`config.mk`:
```
export PLATFORM = sky130hd
export DESIGN_NAME = fsc_channel
export DESIGN_NICKNAME = d
export VERILOG_FILES = /design/src/design/fsc_pkg.sv /design/src/design/fsc_speed_pulse_input_meter.sv /design/src/design/fsc_channel.sv
export SDC_FILE = /design/constraint.sdc
export NUM_CORES = 1
export LEC_CHECK = 0
export ABC_AREA = 1
export BUFFER_PORTS_ARGS = -buffer_cell sky130_fd_sc_hd__buf_2
export CORE_MARGIN = 5
export CORE_UTILIZATION = 55
export CTS_CLUSTER_DIAMETER = 30
export DETAILED_ROUTE_END_ITERATION = 8
export GPL_ROUTABILITY_DRIVEN = 0
export PLACE_DENSITY_LB_ADDON = 0.25
export SLEW_MARGIN = 10
export SYNTH_ARGS = -nofsm -noshare
export SYNTH_HDL_FRONTEND = slang
export SYNTH_SLANG_ARGS = --single-unit
```
`constraint.sdc`:
```
create_clock -name clk -period 13.8 [get_ports clk]
set_input_delay 4.14 -clock clk [delete_from_list [all_inputs] [get_ports clk]]
set_output_delay 4.14 -clock clk [all_outputs]
set_load 0.05 [all_outputs]
```
`src/design/fsc_pkg.sv`:
```
// Package for the fan speed channel control block.
// Holds field positions, reset codes and timing counts; no module assumptions.
package fsc_pkg;
   // Dynamics setting fields
   localparam int RATE_LSB = 2;
   localparam int RATE_MSB = 4;
   localparam int RANGE_LSB = 5;
   localparam int RANGE_MSB = 7;
   // Configuration bits
   localparam int CFG_MODE_BIT = 7;
   localparam int CFG_SPEED_PULSE_INPUT_EN_BIT = 6;
   // Widths
   localparam int DRIVE_W = 9;
   localparam int COUNT_W = 11;
   // Codes
   localparam logic [8:0] DRIVE_ZERO = 9'h000;
   localparam logic [8:0] DRIVE_OPEN = 9'h180;
   localparam logic [8:0] DRIVE_FULL = 9'h1FF;
   localparam logic [10:0] COUNT_FULL = 11'h7FF;
   localparam logic [7:0] DYN_RESET = 8'h3C;
   // Timing: measurement clock 8192 Hz from 25 MHz system clock
   localparam int CLK_HZ = 25000000;
   localparam int MEAS_HZ = 8192;
   localparam int MEAS_DIV = CLK_HZ / MEAS_HZ;
   // Rate step base: cycles between drive steps for rate code 0
   localparam int RATE_BASE_CYC = 1024;
   // Startup select pin encodings
   localparam logic [1:0] START_GND = 2'h0;
   localparam logic [1:0] START_OPEN = 2'h1;
   localparam logic [1:0] START_VCC = 2'h2;
   typedef enum logic [1:0] {
      ST_IDLE = 2'b00,
      ST_WAIT = 2'b01,
      ST_COUNT = 2'b10
   } fsc_meas_t;
endpackage : fsc_pkg

```
`src/design/fsc_speed_pulse_input_meter.sv`:
```
// Tachometer period meter.
// Assumes pulse input already synchronised and the 8192 tick on the same clock.
`timescale 1ns/1ps
module fsc_speed_pulse_input_meter #(
   parameter int COUNT_W = 11
) (
   // Clock and reset
   input wire logic clk,
   input wire logic rst_n,
   input wire logic ce,
   // Control
   input wire logic enable,
   input wire logic tick,
   input wire logic [2:0] range_code,
   input wire logic pulse_sync,
   // Result
   output logic [COUNT_W-1:0] count,
   output logic done
);
   initial
   begin
      if (COUNT_W < 2 || COUNT_W > 16)
         $error("fsc_speed_pulse_input_meter: COUNT_W out of range");
   end

   fsc_pkg::fsc_meas_t st_r;
   logic pulse_d_r;
   logic [7:0] edges_r;
   logic [COUNT_W-1:0] acc_r;
   logic rise;
   logic [7:0] periods;

   assign rise = pulse_sync & ~pulse_d_r;
   // Periods per measurement doubles per range step
   assign periods = 8'h01 << range_code;

   always_ff @(posedge clk or negedge rst_n)
   begin
      if (!rst_n)
         pulse_d_r <= 1'b1;
      else if (ce)
         pulse_d_r <= pulse_sync;
   end

   always_ff @(posedge clk or negedge rst_n)
   begin
      if (!rst_n)
      begin
         st_r <= fsc_pkg::ST_IDLE;
         edges_r <= 8'h00;
         acc_r <= '0;
         count <= '0;
         done <= 1'b0;
      end
      else if (ce)
      begin
         done <= 1'b0;
         case (st_r)
            fsc_pkg::ST_IDLE:
               if (enable)
                  st_r <= fsc_pkg::ST_WAIT;
            fsc_pkg::ST_WAIT:
               if (!enable)
                  st_r <= fsc_pkg::ST_IDLE;
               else if (rise)
               begin
                  st_r <= fsc_pkg::ST_COUNT;
                  edges_r <= 8'h00;
                  acc_r <= '0;
               end
            fsc_pkg::ST_COUNT:
            begin
               // Saturate so a stalled fan reads full scale
               if (tick && acc_r != {COUNT_W{1'b1}})
                  acc_r <= acc_r + 1'b1;
               if (!enable)
                  st_r <= fsc_pkg::ST_IDLE;
               else if (rise)
               begin
                  // Range change mid-measurement must not overshoot the end
                  if (edges_r + 8'h01 >= periods)
                  begin
                     count <= acc_r;
                     done <= 1'b1;
                     edges_r <= 8'h00;
                     acc_r <= '0;
                  end
                  else
                     edges_r <= edges_r + 8'h01;
               end
               else if (acc_r == {COUNT_W{1'b1}})
               begin
                  // No pulses: report full scale and restart
                  count <= acc_r;
                  done <= 1'b1;
                  st_r <= fsc_pkg::ST_WAIT;
               end
            end
            default:
               st_r <= fsc_pkg::ST_IDLE;
         endcase
      end
   end
endmodule : fsc_speed_pulse_input_meter

```
`src/design/fsc_channel.sv`:
```
// One fan speed channel: drive code, slew limiting, speed loop and fault.
// Assumes host writes arrive as same-clock strobes; pins are asynchronous.
`timescale 1ns/1ps
module fsc_channel #(
   parameter int RATE_BASE = fsc_pkg::RATE_BASE_CYC,
   parameter int MEAS_DIV = fsc_pkg::MEAS_DIV
) (
   // Clock and reset
   input wire logic clk,
   input wire logic rst_n,
   input wire logic ce,
   // Host writes
   input wire logic [7:0] cfg_wdata,
   input wire logic cfg_we,
   input wire logic [7:0] dyn_wdata,
   input wire logic dyn_we,
   input wire logic [8:0] drive_wdata,
   input wire logic drive_we,
   input wire logic [10:0] target_speed_count_wdata,
   input wire logic target_speed_count_we,
   input wire logic fault_clr,
   // Pins
   input wire logic speed_pulse_input,
   input wire logic [1:0] startup_select,
   // Status and drive
   output logic [8:0] drive_level,
   output logic [8:0] target_drive,
   output logic [10:0] measured_count,
   output logic [7:0] cfg_q,
   output logic [7:0] dyn_q,
   output logic fan_fault
);
   initial
   begin
      if (RATE_BASE < 1 || MEAS_DIV < 2)
         $error("fsc_channel: bad timing parameter");
   end

   logic rst_s1_r, rst_s2_r, srst_n;
   logic pulse_s1_r, pulse_s2_r;
   logic [1:0] sel_s1_r, sel_s2_r;
   logic strap_done_r;
   logic [1:0] strap_wait_r;
   logic [7:0] cfg_r, dyn_r;
   logic [8:0] tgt_drive_r, drive_r;
   logic [10:0] tgt_cnt_r;
   logic [31:0] div_r, slew_r;
   logic tick;
   logic [10:0] meas;
   logic meas_done;
   logic speed_mode, speed_pulse_input_en;
   logic [31:0] slew_limit;
   logic fault_r;

   assign speed_mode = cfg_r[fsc_pkg::CFG_MODE_BIT];
   assign speed_pulse_input_en = cfg_r[fsc_pkg::CFG_SPEED_PULSE_INPUT_EN_BIT];

   // Reset release through two flops
   always_ff @(posedge clk or negedge rst_n)
   begin
      if (!rst_n)
      begin
         rst_s1_r <= 1'b0;
         rst_s2_r <= 1'b0;
      end
      else
      begin
         rst_s1_r <= 1'b1;
         rst_s2_r <= rst_s1_r;
      end
   end
   assign srst_n = rst_s2_r;

   always_ff @(posedge clk or negedge srst_n)
   begin
      if (!srst_n)
      begin
         // Idle level of the pulled-up pin, so no false edge after reset
         pulse_s1_r <= 1'b1;
         pulse_s2_r <= 1'b1;
         sel_s1_r <= fsc_pkg::START_GND;
         sel_s2_r <= fsc_pkg::START_GND;
      end
      else if (ce)
      begin
         pulse_s1_r <= speed_pulse_input;
         pulse_s2_r <= pulse_s1_r;
         sel_s1_r <= startup_select;
         sel_s2_r <= sel_s1_r;
      end
   end

   function automatic logic [8:0] strap_code(input logic [1:0] sel);
      case (sel)
         fsc_pkg::START_OPEN: strap_code = fsc_pkg::DRIVE_OPEN;
         fsc_pkg::START_VCC: strap_code = fsc_pkg::DRIVE_FULL;
         default: strap_code = fsc_pkg::DRIVE_ZERO;
      endcase
   endfunction : strap_code

   always_ff @(posedge clk or negedge srst_n)
   begin
      if (!srst_n)
      begin
         cfg_r <= 8'h00;
         dyn_r <= fsc_pkg::DYN_RESET;
         tgt_cnt_r <= fsc_pkg::COUNT_FULL;
      end
      else if (ce)
      begin
         if (cfg_we)
            cfg_r <= cfg_wdata;
         if (dyn_we)
            dyn_r <= dyn_wdata;
         if (target_speed_count_we)
            tgt_cnt_r <= target_speed_count_wdata;
      end
   end

   // 8192 Hz measurement tick
   always_ff @(posedge clk or negedge srst_n)
   begin
      if (!srst_n)
         div_r <= '0;
      else if (ce)
         div_r <= (div_r == 32'(MEAS_DIV - 1)) ? '0 : div_r + 32'h1;
   end
   assign tick = ce && div_r == 32'(MEAS_DIV - 1);

   fsc_speed_pulse_input_meter #(.COUNT_W(11)) u_meter (
      .clk(clk),
      .rst_n(srst_n),
      .ce(ce),
      .enable(speed_pulse_input_en | speed_mode),
      .tick(tick),
      .range_code(dyn_r[fsc_pkg::RANGE_MSB:fsc_pkg::RANGE_LSB]),
      .pulse_sync(pulse_s2_r),
      .count(meas),
      .done(meas_done)
   );

   // Target drive: strap at start, host writes, speed loop
   always_ff @(posedge clk or negedge srst_n)
   begin
      if (!srst_n)
      begin
         tgt_drive_r <= fsc_pkg::DRIVE_ZERO;
         strap_done_r <= 1'b0;
         strap_wait_r <= 2'h0;
      end
      else if (ce)
      begin
         if (!strap_done_r)
         begin
            // Wait until the strap synchroniser holds the pin value
            if (strap_wait_r == 2'h2)
            begin
               tgt_drive_r <= strap_code(sel_s2_r);
               strap_done_r <= 1'b1;
            end
            else
               strap_wait_r <= strap_wait_r + 2'h1;
         end
         else if (drive_we)
            tgt_drive_r <= drive_wdata;
         else if (speed_mode && meas_done)
         begin
            if (meas > tgt_cnt_r && tgt_drive_r != fsc_pkg::DRIVE_FULL)
               tgt_drive_r <= tgt_drive_r + 9'h001;
            else if (meas < tgt_cnt_r && tgt_drive_r != fsc_pkg::DRIVE_ZERO)
               tgt_drive_r <= tgt_drive_r - 9'h001;
         end
      end
   end

   // Step interval doubles per rate code
   assign slew_limit = 32'(RATE_BASE) << dyn_r[fsc_pkg::RATE_MSB:fsc_pkg::RATE_LSB];

   always_ff @(posedge clk or negedge srst_n)
   begin
      if (!srst_n)
      begin
         drive_r <= fsc_pkg::DRIVE_ZERO;
         slew_r <= '0;
      end
      else if (ce)
      begin
         if (tgt_cnt_r == fsc_pkg::COUNT_FULL)
         begin
            drive_r <= fsc_pkg::DRIVE_ZERO;
            slew_r <= '0;
         end
         else if (!strap_done_r)
            drive_r <= strap_code(sel_s2_r);
         else if (slew_r + 32'h1 >= slew_limit)
         begin
            slew_r <= '0;
            if (drive_r < tgt_drive_r)
               drive_r <= drive_r + 9'h001;
            else if (drive_r > tgt_drive_r)
               drive_r <= drive_r - 9'h001;
         end
         else
            slew_r <= slew_r + 32'h1;
      end
   end

   // Fault when count above target; set wins over clear
   always_ff @(posedge clk or negedge srst_n)
   begin
      if (!srst_n)
         fault_r <= 1'b0;
      else if (ce)
      begin
         if (speed_pulse_input_en && meas_done && meas > tgt_cnt_r)
            fault_r <= 1'b1;
         else if (fault_clr)
            fault_r <= 1'b0;
      end
   end

   assign cfg_q = cfg_r;
   assign dyn_q = dyn_r;
   assign drive_level = drive_r;
   assign target_drive = tgt_drive_r;
   assign measured_count = meas;
   assign fan_fault = fault_r;
endmodule : fsc_channel

```
==> impl_metrics.env <==
export IMPL_critPathLaunchType="input port"
export IMPL_drt_pass1_iter_count=6
export IMPL_cts_max_level=4
export IMPL_port_buffers=92
export IMPL_cp_required_ns=14.14
export IMPL_clkTransAtPathRegs_ns=0.07
export IMPL_crit_chain="buf_2 -> buf_4 -> nand2_1 -> a21oi_1 -> inv_1 -> nor2_1 -> nand2_1 -> inv_1 -> nand3_1 -> o21ai_0"
export IMPL_cts_hold_buf=0
export IMPL_grt_max_degree=84
export IMPL_area_growth_pct=12.6
export IMPL_crit_start="ce"
export IMPL_worst_setup_path_type="in2reg"
export IMPL_p_total_uw=1580
export IMPL_setup_worst_path_end="u_meter.acc_r[0]"
export IMPL_tns_ns=0
export IMPL_fin_crit_ns=6.04
export IMPL_r2r_slack_ns=9.96
export IMPL_rows=49
export IMPL_ys_seq_elements=155
export IMPL_clkLatencyLatePin_ns=0.43
export IMPL_dp_slack_ns=7.34
export IMPL_numCtsBuffers=17
export IMPL_initial_core_util=0.559
export IMPL_die_y_um=145
export IMPL_powerDensity_nw_per_um2=140
export IMPL_antenna_found_initial=0
export IMPL_worst_pin_slew_ns=1.04
export IMPL_slew_violations=0
export IMPL_die_width_um=145
export IMPL_syn_area_um2=10000
export IMPL_post_cts_buffers=0
export IMPL_cp_max_fo=43
export IMPL_pin_count=93
export IMPL_final_common_cell="nand2_1"
export IMPL_syn_area_per_cell_um2=7.56
export IMPL_finalNetCount=1522
export IMPL_rsz0062_at_grt="no"
export IMPL_ys_seq_area_frac=0.390
export IMPL_dp_cells=1622
export IMPL_dpl_hpwl_mm=18.7
export IMPL_cp_data_arrival_time_ns=6.39
export IMPL_insertedDiodeCount=0
export IMPL_syn_inst=1323
export IMPL_cts_buffer_depth=2
export IMPL_timing_rr_start="tgt_cnt_r[10]"
export IMPL_cts_tree="done"
export IMPL_routedWlPerCell_um=15.1
export IMPL_yosysWarnings=0
export IMPL_layout_cells_non_filler=1654
export IMPL_cts_sinks=155
export IMPL_die_area_um2=21000
export IMPL_grt_pass1_vias=8458
export IMPL_track_usage=0.242
export IMPL_min_path_type="reg2reg"
export IMPL_core_area_um2=17900
export IMPL_yosysUniqueCellTypes=51
export IMPL_final_cell_mix="nand2_1 (297), inv_1 (188), nor2_1 (136), dfrtp_1 (136), buf_2 (92)"
export IMPL_cpPeakStageDelay_ns=0.65
export IMPL_gr_total_overflow=0
export IMPL_worstHoldStart="rst_s1_r"
export IMPL_synth_fp_nets=1433
export IMPL_min_period_over_period=0.438
export IMPL_fmax_mhz=165
export IMPL_r2r_cells=16
export IMPL_synthArstFlopShare=1.00
export IMPL_p_leak_uw=0.00555
export IMPL_fin_skew_ns=0.00992
export IMPL_totalWireLength_mm=25.0
export IMPL_vias_per_cell=5.50
export IMPL_drt_iter0_drc=739
export IMPL_slew_headroom=0.309
export IMPL_cp_slowest_cell="a21oi_1"
export IMPL_ant_nets=0
export IMPL_grt_pass1_wl_mm=40.9
export IMPL_root_buffer="clkbuf_16"
export IMPL_post_cts_resized=0
export IMPL_hold_viol_final=0
export IMPL_drive_gt1_frac=0.135
export IMPL_setup_slack_ns=7.76
export IMPL_synth_enable_flop_cells=0
export IMPL_rr_endpoint="target_drive[6]"
export IMPL_drc_errors=0
export IMPL_cap_violations=0
export IMPL_num_vias=9099
export IMPL_setup_viol=0
export IMPL_end_kind="flip-flop"
export IMPL_peakVddDrop_mv=0.122
export IMPL_ys_flop_type="dfrtp_1"
export IMPL_status="finished, final reports clean"
-- synthesized netlist by cell type (all sizes together), types with 18 or more instances --
library cell	number	area (um^2)
nand2	303	1160
inv	189	709
nor2	143	564
dfrtp	137	3430
nand3	88	450
o21ai	73	399
a21oi	68	344
ha	61	763
nand4	50	313
xor2	43	377
nor3	27	145
clkbuf	22	83.8
nor4	21	138
dfstp	18	473
-- cells by family after synthesis --
kind of cell / synth area share
mux: 0.0124
flops: 0.390
xor+xnor: 0.0455
other cells: 0.000375
simple gates: 0.283
fa+ha+maj: 0.0803
compound gates: 0.105
buf+inv: 0.0828
-- routing by layer --
| layer | up-vias | track usage | wire [um] |
|---|---|---|---|
| met2 | 234 | 0.397 | 12000 |
| met5 | - | 0 | 0 |
| met1 | 4288 | 0.332 | 11300 |
| met3 | 40 | 0.0401 | 1200 |
| met4 | 0 | 0.0741 | 512 |
| li1 | 4537 | - | - |
-- critical path, delay by kind of cell --
kind                   cells  cell delay [ns]
AOI/OAI and AO/OA          2             0.74
buffers and inverters      4             0.82
and+or+nand+nor            4             0.67
-- through the flow --
| step | utilization | hold WS, ns | cell area (um^2) |
|---|---|---|---|
| floorplan | - | 0.331 | 10000 |
| global placement | 0.596 | 0.341 | 10700 |
| detailed placement | 0.596 | 0.341 | 10700 |
| CTS | 0.629 | 0.366 | 11300 |
| global route | 0.629 | 0.384 | 11300 |
| finish | 0.629 | 0.364 | 11300 |
-- registers in the layout (all words and copies together) (netlist names), 9 cells and up --
signal         cells
slew_r            32
target_drive       9
u_meter.acc_r     11
u_meter.count     11
tgt_cnt_r         11
drive_level        9
div_r             32
-- area by class of cell --
| cell class | instances | area, um^2 |
|---|---|---|
| Sequential cell | 155 | 3910 |
| Clock buffer | 17 | 425 |
| Inverter | 192 | 721 |
| Clock inverter | 15 | 173 |
| Tap cell | 229 | 287 |
| Multi-Input combinational cell | 951 | 5270 |
| Timing Repair Buffer | 95 | 483 |
| Fill cell | 1586 | 6640 |
-- worst min-delay path by stage --
stage / end / slack, ns / cells after the start
finish: rst_s2_r / 0.36 / 0
global route: rst_s2_r / 0.38 / 0
CTS: rst_s2_r / 0.37 / 0
detailed placement: rst_s2_r / 0.34 / 0
global placement: rst_s2_r / 0.34 / 0
floorplan: rst_s2_r / 0.33 / 0
-- report_power, final --
part | internal [uW] | switching, uW | total, uW
registers | 515 | 75.6 | 591
clock network | 259 | 219 | 478
logic | 160 | 350 | 510
(Power assumes the default switching activity.)
